===== config.mk =====
export PLATFORM = sky130hd
export DESIGN_NAME = rtcai_top
export DESIGN_NICKNAME = d
export VERILOG_FILES = /design/src/rtcai_pkg.sv /design/src/rtcai_match.sv /design/src/rtcai_serial.sv /design/src/rtcai_top.sv
export SDC_FILE = /design/constraint.sdc
export NUM_CORES = 1
export LEC_CHECK = 0
export BUFFER_PORTS_ARGS = -buffer_cell sky130_fd_sc_hd__buf_2
export CORE_ASPECT_RATIO = 0.5
export CORE_MARGIN = 2
export CORE_UTILIZATION = 33
export CTS_BUF_LIST = sky130_fd_sc_hd__clkbuf_4
export CTS_CLUSTER_DIAMETER = 150
export DETAILED_ROUTE_END_ITERATION = 7
export PLACE_DENSITY = 0.52
export SLEW_MARGIN = 15
export SYNTH_ARGS = -nofsm -noshare
export SYNTH_HDL_FRONTEND = slang
export SYNTH_SLANG_ARGS = --single-unit

===== constraint.sdc =====
create_clock -name ref_clk_i -period 3.45 [get_ports ref_clk_i]
set_clock_uncertainty 0.15 [all_clocks]
set_input_delay 0.1725 -clock ref_clk_i [delete_from_list [all_inputs] [get_ports ref_clk_i]]
set_output_delay 0.1725 -clock ref_clk_i [all_outputs]
set_load 0.1 [all_outputs]

===== src/rtcai_pkg.sv =====
/*
 Constants of the alarm interrupt block: register addresses, bit
 positions, field masks and serial mode codes.
 Assumes all users import the whole package.
*/
package rtcai_pkg;
  localparam int RTCAI_AW = 4;
  localparam int RTCAI_DW = 8;
  // Register addresses
  localparam logic [3:0] RTCAI_A_MIN = 4'h1;
  localparam logic [3:0] RTCAI_A_HOUR = 4'h2;
  localparam logic [3:0] RTCAI_A_WDAY = 4'h3;
  localparam logic [3:0] RTCAI_A_DATE = 4'h4;
  localparam logic [3:0] RTCAI_A_MIN_ALM = 4'h8;
  localparam logic [3:0] RTCAI_A_HOUR_ALM = 4'h9;
  localparam logic [3:0] RTCAI_A_WD_ALM = 4'ha;
  localparam logic [3:0] RTCAI_A_EXT = 4'hd;
  localparam logic [3:0] RTCAI_A_FLAG = 4'he;
  localparam logic [3:0] RTCAI_A_CTRL = 4'hf;
  // Bit positions
  localparam int RTCAI_B_MASK = 7;
  localparam int RTCAI_B_WEEK_OR_DATE_SELECT = 6;
  localparam int RTCAI_B_TRUN = 4;
  localparam int RTCAI_B_CSEL = 2;
  localparam int RTCAI_B_TSRC = 0;
  localparam int RTCAI_B_TF = 4;
  localparam int RTCAI_B_AF = 3;
  localparam int RTCAI_B_VLF = 1;
  localparam int RTCAI_B_TIE = 4;
  localparam int RTCAI_B_AIE = 3;
  localparam int RTCAI_B_STOP = 1;
  // Comparison field masks
  localparam logic [7:0] RTCAI_MIN_BITS = 8'h7f;
  localparam logic [7:0] RTCAI_HD_BITS = 8'h3f;
  localparam logic [7:0] RTCAI_WDAY_BITS = 8'h7f;
  localparam logic [7:0] RTCAI_ZERO = 8'h00;
  // Serial mode codes
  localparam logic [3:0] RTCAI_MODE_WR = 4'h1;
  localparam logic [3:0] RTCAI_MODE_RD = 4'h9;
  localparam logic [2:0] RTCAI_LAST_BIT = 3'h7;
  typedef enum logic [1:0] {
    RTCAI_S_CMD, RTCAI_S_WR, RTCAI_S_RD, RTCAI_S_IGN
  } rtcai_ser_t;
endpackage


===== src/rtcai_match.sv =====
/*
 Alarm comparator: checks the alarm registers against the time counters.
 Assumes counter values are BCD and stable while compared.
*/
`timescale 1ns/100ps
module rtcai_match
  import rtcai_pkg::*;
(
  input wire logic [7:0] min_cnt_i,
  input wire logic [7:0] hour_cnt_i,
  input wire logic [7:0] wday_cnt_i,
  input wire logic [7:0] date_cnt_i,
  input wire logic [7:0] min_alarm_i,
  input wire logic [7:0] hour_alarm_i,
  input wire logic [7:0] wd_alarm_i,
  input wire logic week_or_date_select_i,
  output logic match_o
);
  logic min_ok;
  logic hour_ok;
  logic day_ok;

  // Masked fields always agree; others compare BCD bits only
  assign min_ok = min_alarm_i[RTCAI_B_MASK] |
    (((min_alarm_i ^ min_cnt_i) & RTCAI_MIN_BITS) == RTCAI_ZERO);
  assign hour_ok = hour_alarm_i[RTCAI_B_MASK] |
    (((hour_alarm_i ^ hour_cnt_i) & RTCAI_HD_BITS) == RTCAI_ZERO);

  // Date value or weekday bitmap, per select bit
  always_comb begin
    if (wd_alarm_i[RTCAI_B_MASK]) begin
      day_ok = 1'b1;
    end else if (week_or_date_select_i) begin
      day_ok = ((wd_alarm_i ^ date_cnt_i) & RTCAI_HD_BITS) == RTCAI_ZERO;
    end else begin
      day_ok = (wd_alarm_i & wday_cnt_i & RTCAI_WDAY_BITS) != RTCAI_ZERO;
    end
  end

  // All three masked leaves a match on every minute
  assign match_o = min_ok & hour_ok & day_ok;
endmodule


===== src/rtcai_serial.sv =====
/*
 Three-wire serial port: command byte, then data bytes MSB first.
 Assumes the serial clock phases each last two or more reference clocks.
*/
`timescale 1ns/100ps
module rtcai_serial
  import rtcai_pkg::*;
(
  input wire logic ref_clk_i,
  input wire logic rst_b_i,
  input wire logic ce_i,
  input wire logic sclk_i,
  input wire logic dio_i,
  output logic dio_o,
  output logic dio_oe_o,
  input wire logic [7:0] rd_data_i,
  output logic [3:0] addr_o,
  output logic wr_o,
  output logic [3:0] wr_addr_o,
  output logic [7:0] wr_data_o
);
  rtcai_ser_t state;
  logic sclk_q;
  logic [2:0] bit_cnt;
  logic [7:0] shift;
  logic rise;
  logic fall;
  logic [7:0] next_byte;

  assign rise = ce_i & sclk_i & ~sclk_q;
  assign fall = ce_i & ~sclk_i & sclk_q;
  assign next_byte = {shift[6:0], dio_i};

  // Serial clock history for edge detection
  always_ff @(posedge ref_clk_i or negedge rst_b_i) begin
    if (!rst_b_i) begin
      sclk_q <= 1'b0;
    end else begin
      sclk_q <= sclk_i;
    end
  end

  // Bit shifting, command decode and cyclic address step
  always_ff @(posedge ref_clk_i or negedge rst_b_i) begin
    if (!rst_b_i) begin
      state <= RTCAI_S_CMD;
      bit_cnt <= 3'h0;
      shift <= 8'h00;
      addr_o <= 4'h0;
    end else if (!ce_i) begin
      state <= RTCAI_S_CMD; // Partial bytes are dropped
      bit_cnt <= 3'h0;
    end else if (rise) begin
      shift <= next_byte;
      bit_cnt <= bit_cnt + 3'h1;
      if (bit_cnt == RTCAI_LAST_BIT) begin
        unique case (state)
          RTCAI_S_CMD: begin
            addr_o <= next_byte[7:4];
            if (next_byte[3:0] == RTCAI_MODE_WR) begin
              state <= RTCAI_S_WR;
            end else if (next_byte[3:0] == RTCAI_MODE_RD) begin
              state <= RTCAI_S_RD;
            end else begin
              state <= RTCAI_S_IGN;
            end
          end
          RTCAI_S_WR, RTCAI_S_RD: begin
            addr_o <= addr_o + 4'h1; // F wraps to 0
          end
          RTCAI_S_IGN: begin
            state <= RTCAI_S_IGN;
          end
        endcase
      end
    end
  end

  // Write strobe after each complete data byte
  always_ff @(posedge ref_clk_i or negedge rst_b_i) begin
    if (!rst_b_i) begin
      wr_o <= 1'b0;
      wr_addr_o <= 4'h0;
      wr_data_o <= 8'h00;
    end else begin
      wr_o <= rise && state == RTCAI_S_WR && bit_cnt == RTCAI_LAST_BIT;
      if (rise && state == RTCAI_S_WR && bit_cnt == RTCAI_LAST_BIT) begin
        wr_addr_o <= addr_o;
        wr_data_o <= next_byte;
      end
    end
  end

  // Read data driven on falling edges, MSB first
  always_ff @(posedge ref_clk_i or negedge rst_b_i) begin
    if (!rst_b_i) begin
      dio_o <= 1'b0;
      dio_oe_o <= 1'b0;
    end else begin
      dio_oe_o <= ce_i && state == RTCAI_S_RD;
      if (fall && state == RTCAI_S_RD) begin
        dio_o <= rd_data_i[RTCAI_LAST_BIT - bit_cnt];
      end
    end
  end
endmodule


===== src/rtcai_top.sv =====
/*
 Alarm interrupt block of a real-time clock: alarm and control
 registers behind the serial port, alarm detection, shared interrupt pin.
 Assumes the time base supplies BCD counters with a one-cycle advance
 pulse, and the timer supplies a one-cycle event pulse.
*/
`timescale 1ns/100ps
module rtcai_top
  import rtcai_pkg::*;
(
  input wire logic ref_clk_i,
  input wire logic rst_b_i,
  input wire logic ce_i,
  input wire logic sclk_i,
  input wire logic dio_i,
  output logic dio_o,
  output logic dio_oe_o,
  input wire logic [7:0] min_cnt_i,
  input wire logic [7:0] hour_cnt_i,
  input wire logic [7:0] wday_cnt_i,
  input wire logic [7:0] date_cnt_i,
  input wire logic cnt_adv_i,
  input wire logic count_reset_i,
  output logic cnt_wr_o,
  output logic [3:0] cnt_wr_addr_o,
  output logic [7:0] cnt_wr_data_o,
  input wire logic timer_evt_i,
  input wire logic low_voltage_i,
  output logic timer_run_o,
  output logic [1:0] clkout_sel_o,
  output logic [1:0] timer_src_o,
  output logic stop_o,
  output logic irq_b_o,
  output logic irq_b_oe_o
);
  logic [7:0] min_alarm;
  logic [7:0] hour_alarm;
  logic [7:0] wd_alarm;
  logic week_or_date_select;
  logic timer_run;
  logic clkout_sel_hi;
  logic clkout_sel_lo;
  logic timer_src_hi;
  logic timer_src_lo;
  logic alarm_flag;
  logic timer_flag;
  logic low_voltage_flag;
  logic alarm_irq_enable;
  logic timer_irq_enable;
  logic stop;
  logic [3:0] rd_addr;
  logic [7:0] rd_data;
  logic wr;
  logic [3:0] wr_addr;
  logic [7:0] wr_data;
  logic match;
  logic alarm_evt;
  logic flag_wr;
  logic ctrl_wr;

  // Serial port front end
  rtcai_serial u_serial (
    .ref_clk_i(ref_clk_i),
    .rst_b_i(rst_b_i),
    .ce_i(ce_i),
    .sclk_i(sclk_i),
    .dio_i(dio_i),
    .dio_o(dio_o),
    .dio_oe_o(dio_oe_o),
    .rd_data_i(rd_data),
    .addr_o(rd_addr),
    .wr_o(wr),
    .wr_addr_o(wr_addr),
    .wr_data_o(wr_data)
  );

  // Alarm comparator
  rtcai_match u_match (
    .min_cnt_i(min_cnt_i),
    .hour_cnt_i(hour_cnt_i),
    .wday_cnt_i(wday_cnt_i),
    .date_cnt_i(date_cnt_i),
    .min_alarm_i(min_alarm),
    .hour_alarm_i(hour_alarm),
    .wd_alarm_i(wd_alarm),
    .week_or_date_select_i(week_or_date_select),
    .match_o(match)
  );

  // Register read view, used by the port and by checks
  function automatic logic [7:0] reg_view(input logic [3:0] a);
    logic [7:0] v;
    v = 8'h00;
    unique case (a)
      RTCAI_A_MIN: v = min_cnt_i;
      RTCAI_A_HOUR: v = hour_cnt_i;
      RTCAI_A_WDAY: v = wday_cnt_i;
      RTCAI_A_DATE: v = date_cnt_i;
      RTCAI_A_MIN_ALM: v = min_alarm;
      RTCAI_A_HOUR_ALM: v = hour_alarm;
      RTCAI_A_WD_ALM: v = wd_alarm;
      RTCAI_A_EXT: begin
        v[RTCAI_B_WEEK_OR_DATE_SELECT] = week_or_date_select;
        v[RTCAI_B_TRUN] = timer_run;
        v[RTCAI_B_CSEL+1] = clkout_sel_hi;
        v[RTCAI_B_CSEL] = clkout_sel_lo;
        v[RTCAI_B_TSRC+1] = timer_src_hi;
        v[RTCAI_B_TSRC] = timer_src_lo;
      end
      RTCAI_A_FLAG: begin
        v[RTCAI_B_TF] = timer_flag;
        v[RTCAI_B_AF] = alarm_flag;
        v[RTCAI_B_VLF] = low_voltage_flag;
      end
      RTCAI_A_CTRL: begin
        v[RTCAI_B_TIE] = timer_irq_enable;
        v[RTCAI_B_AIE] = alarm_irq_enable;
        v[RTCAI_B_STOP] = stop;
      end
      default: v = 8'h00;
    endcase
    return v;
  endfunction

  // Process form so flag and setting changes reach the read data at once
  always_comb begin
    rd_data = reg_view(rd_addr);
  end
  assign flag_wr = wr && wr_addr == RTCAI_A_FLAG;
  assign ctrl_wr = wr && wr_addr == RTCAI_A_CTRL;

  // Counter writes go to the time base
  assign cnt_wr_o = wr && (wr_addr == RTCAI_A_MIN ||
    wr_addr == RTCAI_A_HOUR || wr_addr == RTCAI_A_WDAY ||
    wr_addr == RTCAI_A_DATE);
  assign cnt_wr_addr_o = wr_addr;
  assign cnt_wr_data_o = wr_data;

  // Alarm registers, also usable as plain storage
  always_ff @(posedge ref_clk_i or negedge rst_b_i) begin
    if (!rst_b_i) begin
      min_alarm <= 8'h00;
      hour_alarm <= 8'h00;
      wd_alarm <= 8'h00;
    end else if (wr) begin
      if (wr_addr == RTCAI_A_MIN_ALM) begin
        min_alarm <= wr_data;
      end
      if (wr_addr == RTCAI_A_HOUR_ALM) begin
        hour_alarm <= wr_data;
      end
      if (wr_addr == RTCAI_A_WD_ALM) begin
        wd_alarm <= wr_data;
      end
    end
  end

  // Extension register
  always_ff @(posedge ref_clk_i or negedge rst_b_i) begin
    if (!rst_b_i) begin
      week_or_date_select <= 1'b0;
      timer_run <= 1'b0;
      clkout_sel_hi <= 1'b0;
      clkout_sel_lo <= 1'b0;
      timer_src_hi <= 1'b0;
      timer_src_lo <= 1'b0;
    end else if (wr && wr_addr == RTCAI_A_EXT) begin
      week_or_date_select <= wr_data[RTCAI_B_WEEK_OR_DATE_SELECT];
      timer_run <= wr_data[RTCAI_B_TRUN];
      clkout_sel_hi <= wr_data[RTCAI_B_CSEL+1];
      clkout_sel_lo <= wr_data[RTCAI_B_CSEL];
      timer_src_hi <= wr_data[RTCAI_B_TSRC+1];
      timer_src_lo <= wr_data[RTCAI_B_TSRC];
    end
  end

  // Control register
  always_ff @(posedge ref_clk_i or negedge rst_b_i) begin
    if (!rst_b_i) begin
      timer_irq_enable <= 1'b0;
      alarm_irq_enable <= 1'b0;
      stop <= 1'b0;
    end else if (ctrl_wr) begin
      timer_irq_enable <= wr_data[RTCAI_B_TIE];
      alarm_irq_enable <= wr_data[RTCAI_B_AIE];
      stop <= wr_data[RTCAI_B_STOP];
    end
  end

  // Event only on a counter advance, never while halted or reset
  assign alarm_evt = cnt_adv_i & match & ~stop & ~count_reset_i;

  // Sticky flags: set beats a same-cycle clear, writing 1 is ignored
  always_ff @(posedge ref_clk_i or negedge rst_b_i) begin
    if (!rst_b_i) begin
      alarm_flag <= 1'b0;
    end else if (alarm_evt) begin
      alarm_flag <= 1'b1;
    end else if (flag_wr && !wr_data[RTCAI_B_AF]) begin
      alarm_flag <= 1'b0;
    end
  end

  always_ff @(posedge ref_clk_i or negedge rst_b_i) begin
    if (!rst_b_i) begin
      timer_flag <= 1'b0;
    end else if (timer_evt_i) begin
      timer_flag <= 1'b1;
    end else if (flag_wr && !wr_data[RTCAI_B_TF]) begin
      timer_flag <= 1'b0;
    end
  end

  always_ff @(posedge ref_clk_i or negedge rst_b_i) begin
    if (!rst_b_i) begin
      low_voltage_flag <= 1'b0;
    end else if (low_voltage_i) begin
      low_voltage_flag <= 1'b1;
    end else if (flag_wr && !wr_data[RTCAI_B_VLF]) begin
      low_voltage_flag <= 1'b0;
    end
  end

  // Shared open-drain interrupt: pulls low while any enabled source has its flag set
  assign irq_b_o = 1'b0;
  assign irq_b_oe_o = (alarm_flag & alarm_irq_enable) |
    (timer_flag & timer_irq_enable);

  // Settings exported to the timer and clock output logic
  assign timer_run_o = timer_run;
  assign clkout_sel_o = {clkout_sel_hi, clkout_sel_lo};
  assign timer_src_o = {timer_src_hi, timer_src_lo};
  assign stop_o = stop;
endmodule


==> results.tsv <==
metric	value	unit
status	complete, no violations	
ff2ff_path_depth	7	
grt_overflow_total	0	
portBuffers	62	
yosys_warnings	0	
start_util	34.59	%
n_antenna_cell	0	
synth.distinct_cells	53	
crit_required	3.69	ns
timing.rr.start	u_serial.addr_o[0]	
grt_pass1_wl	17170	um
crit_cells	7	
crit_path_start	u_serial.addr_o[0]	
synth_top_family_by_area	simple AND/OR/NAND/NOR gates	
cp-start-kind	register	
cts_tree	yes	
cp_num_buf_inv	1	
synth_compound_area_share	14.09	%
final.setup.tns	0	ns
crit_chain	inv_1 -> ha_1 -> a22oi_1 -> o221ai_1 -> a221oi_1 -> a211oi_1 -> o2111a_1	
p_comb_share	7.8	%
synthXorXnorAreaFrac	4.740	%
finalMaxSlewViolations	0	
syn-cell-area	3880	um^2
rsz0062_at_grt	no	
dr_total_vias	3195	
pwr-share-seq	53.3	%
path_delay_family	compound AO/OA/AOI/OAI gates	
drt_pass1_iterations	5	
hold_viol	0	
wl	11140	um
ys_seq_area_share	43.86	%
end_kind	register	
wl_per_cell	18.41	um
cts_buffers	9	
min_path_type	input port to asynchronous set/reset pin	
post-layout-total-power	1.582	mW
drt_iter0_drc	179	
layout_commonest_cell	dfrtp_1	
grt_usage	18.37	%
synthAdderAreaFrac	3.547	%
h-tree-depth	3	
switching_share	26.05	%
io_pins	64	
clk_path_buf_depth	2	
die_w	157.3	um
final_cell_mix	68 x dfrtp_1, 62 x buf_2, 48 x nand2_1, 42 x mux2_2, 19 x o21ai_0	
fmax	401.9	MHz
grt_pass1_vias	2989	
cts.sink_count	68	
ys.flop_type	dfrtp_1	
cts-root-buf	clkbuf_4	
min_period_over_period	72.12	%
drcViolationCount	0	
hold_ws	0.09905	ns
p_clk_share	38.9	%
intPower	1.170	mW
synth_seq_cells	68	
p_sw	412.0	uW
finalWeightedCongestion	0.8709	
dieArea	12690	um^2
critPathKind	register to register	
p_leak	2.123	nW
slowest_stage	ha_1	
maxSlewHeadroom	35.55	%
die_h	80.68	um
synth-edff-count	0	
nets	493	
worstMarginPinSlew	0.9631	ns
ant_nets	0	
syn_area_per_cell	10.18	um^2
path_clk_slew	0.13	ns
viasPerCell	5.281	
synth-async-reset-ratio	100.0	%
drive_gt1_share	29.82	%
path_max_fanout	19	
num_rows	27	
ir_drop	0.0002043	V
clkLatencyLatePin	0.44	ns
powerDensity	349.1	nW/um^2
maxCapViolCount	0	
hpwl	8155	um
worstPathArrival	2.73	ns
post-route-min-period	2.488	ns
synthMuxAreaShare	13.74	%
grt_max_degree	45	
cts_resized	0	
setup_viol	0	
critical_path.max_stage_delay	0.64	ns
antenna_found_initial	1	
synth_nets	433	
synthSimpleGateAreaFrac	14.83	%
area_growth_syn_to_layout	16.80	%
core_region_area	11220	um^2
synthCells	381	
[metal layers]
layer  up-vias  GRT usage, %  routed length (um)
li1       1505             -                   -
met1      1576         25.57                5444
met2        99         28.03                4952
met3        15         4.749                 580
met4         0         5.455                 161
met5         -             0                   0
[power by group through the flow]
stage               logic [mW]  registers, mW  clock network [mW]
global route             0.139          0.847               0.668
detailed placement       0.118          0.860                   0
finish                   0.123          0.843               0.616
global placement         0.118          0.859                   0
floorplan               0.0539          0.853                   0
CTS                      0.125          0.844               0.637
[synthesized netlist by cell type, drive strengths merged, types with 3 or more instances]
library cell | count | area, um^2
nor2b | 4 | 25.02
xor2 | 9 | 78.83
inv | 14 | 52.55
a21oi | 5 | 25.02
o31ai | 4 | 30.03
nand2b | 7 | 43.79
ha | 11 | 137.6
mux2i | 6 | 60.06
o221ai | 4 | 35.03
clkbuf | 4 | 15.01
nor3 | 7 | 35.03
dfrtp | 68 | 1702
a222oi | 5 | 50.05
a211oi | 6 | 45.04
buf | 22 | 130.1
o21ai | 21 | 105.1
xnor2 | 12 | 105.1
nand2 | 48 | 180.2
mux2 | 42 | 473.0
or3 | 3 | 18.77
nor2 | 12 | 45.04
o22ai | 3 | 18.77
a32oi | 3 | 26.28
nand3 | 14 | 75.07
nand4 | 5 | 31.28
a221oi | 5 | 50.04
a22oi | 12 | 90.09
nand3b | 4 | 30.03
[cells by family after synthesis]
family / Yosys count
AOI/OAI and AO/OA: 76
xor gates and xnor gates: 21
adders and majority gates: 11
buffers and inverters: 40
DFF: 68
muxes: 48
other: 1
and+or+nand+nor: 116
[area by class of cell]
cell class / instances / area, um^2
inverter: 14 / 52.55
timing repair buffer: 75 / 427.9
multi-input combinational: 273 / 1987
clock inverter: 6 / 88.84
tap: 159 / 198.9
sequential: 68 / 1702
fill: 1151 / 6684
clock buffer: 10 / 75.07
[worst reg2reg max path, stage by stage, from the launching register on]
cell	delay [ns]
dfrtp_1	0.47
inv_1	0.13
ha_1	0.64
a22oi_1	0.19
o221ai_1	0.22
a221oi_1	0.09
a211oi_1	0.33
o2111a_1	0.23
[path summary, 6_finish.rpt]
check	slack, ns	to
min in group ref_clk_i	0.12	u_serial.dio_o
max reg2reg	0.96	u_serial.dio_o
min	0.1	u_serial.shift[2]
min reg2reg	0.38	hour_alarm[6]
max in group asynchronous	2.03	hour_alarm[1]
max	0.96	u_serial.dio_o
[state kept, by name (all words and copies together) (netlist names), 2 cells and up]
signal              flops
hour_alarm              8
min_alarm               8
u_serial.addr_o         4
u_serial.bit_cnt        3
u_serial.shift          7
u_serial.state          2
u_serial.wr_addr_o      4
u_serial.wr_data_o      8
wd_alarm                8
[metrics by stage]
step | utilization (%) | worst slack, ns | instances | cell area (um^2)
3_5_place_dp | 38.23 | 1.004 | 581 | 4288
3_3_place_gp | 38.23 | 1.097 | 581 | 4288
4_1_cts | 40.41 | 0.9879 | 605 | 4532
6_report | 40.41 | 0.9618 | 605 | 4532
5_1_grt | 40.41 | 0.7180 | 605 | 4532
2_1_floorplan | - | 0.1279 | 381 | 3886
[repair_timing]
| item | 4_1_cts | 5_1_grt |
|---|---|---|
| hold buffers | 8 | 0 |
| buffers inserted | 0 | 0 |
| endpoints found under the hold margin | 36 | 0 |
Power figures use the tool's default switching activity.
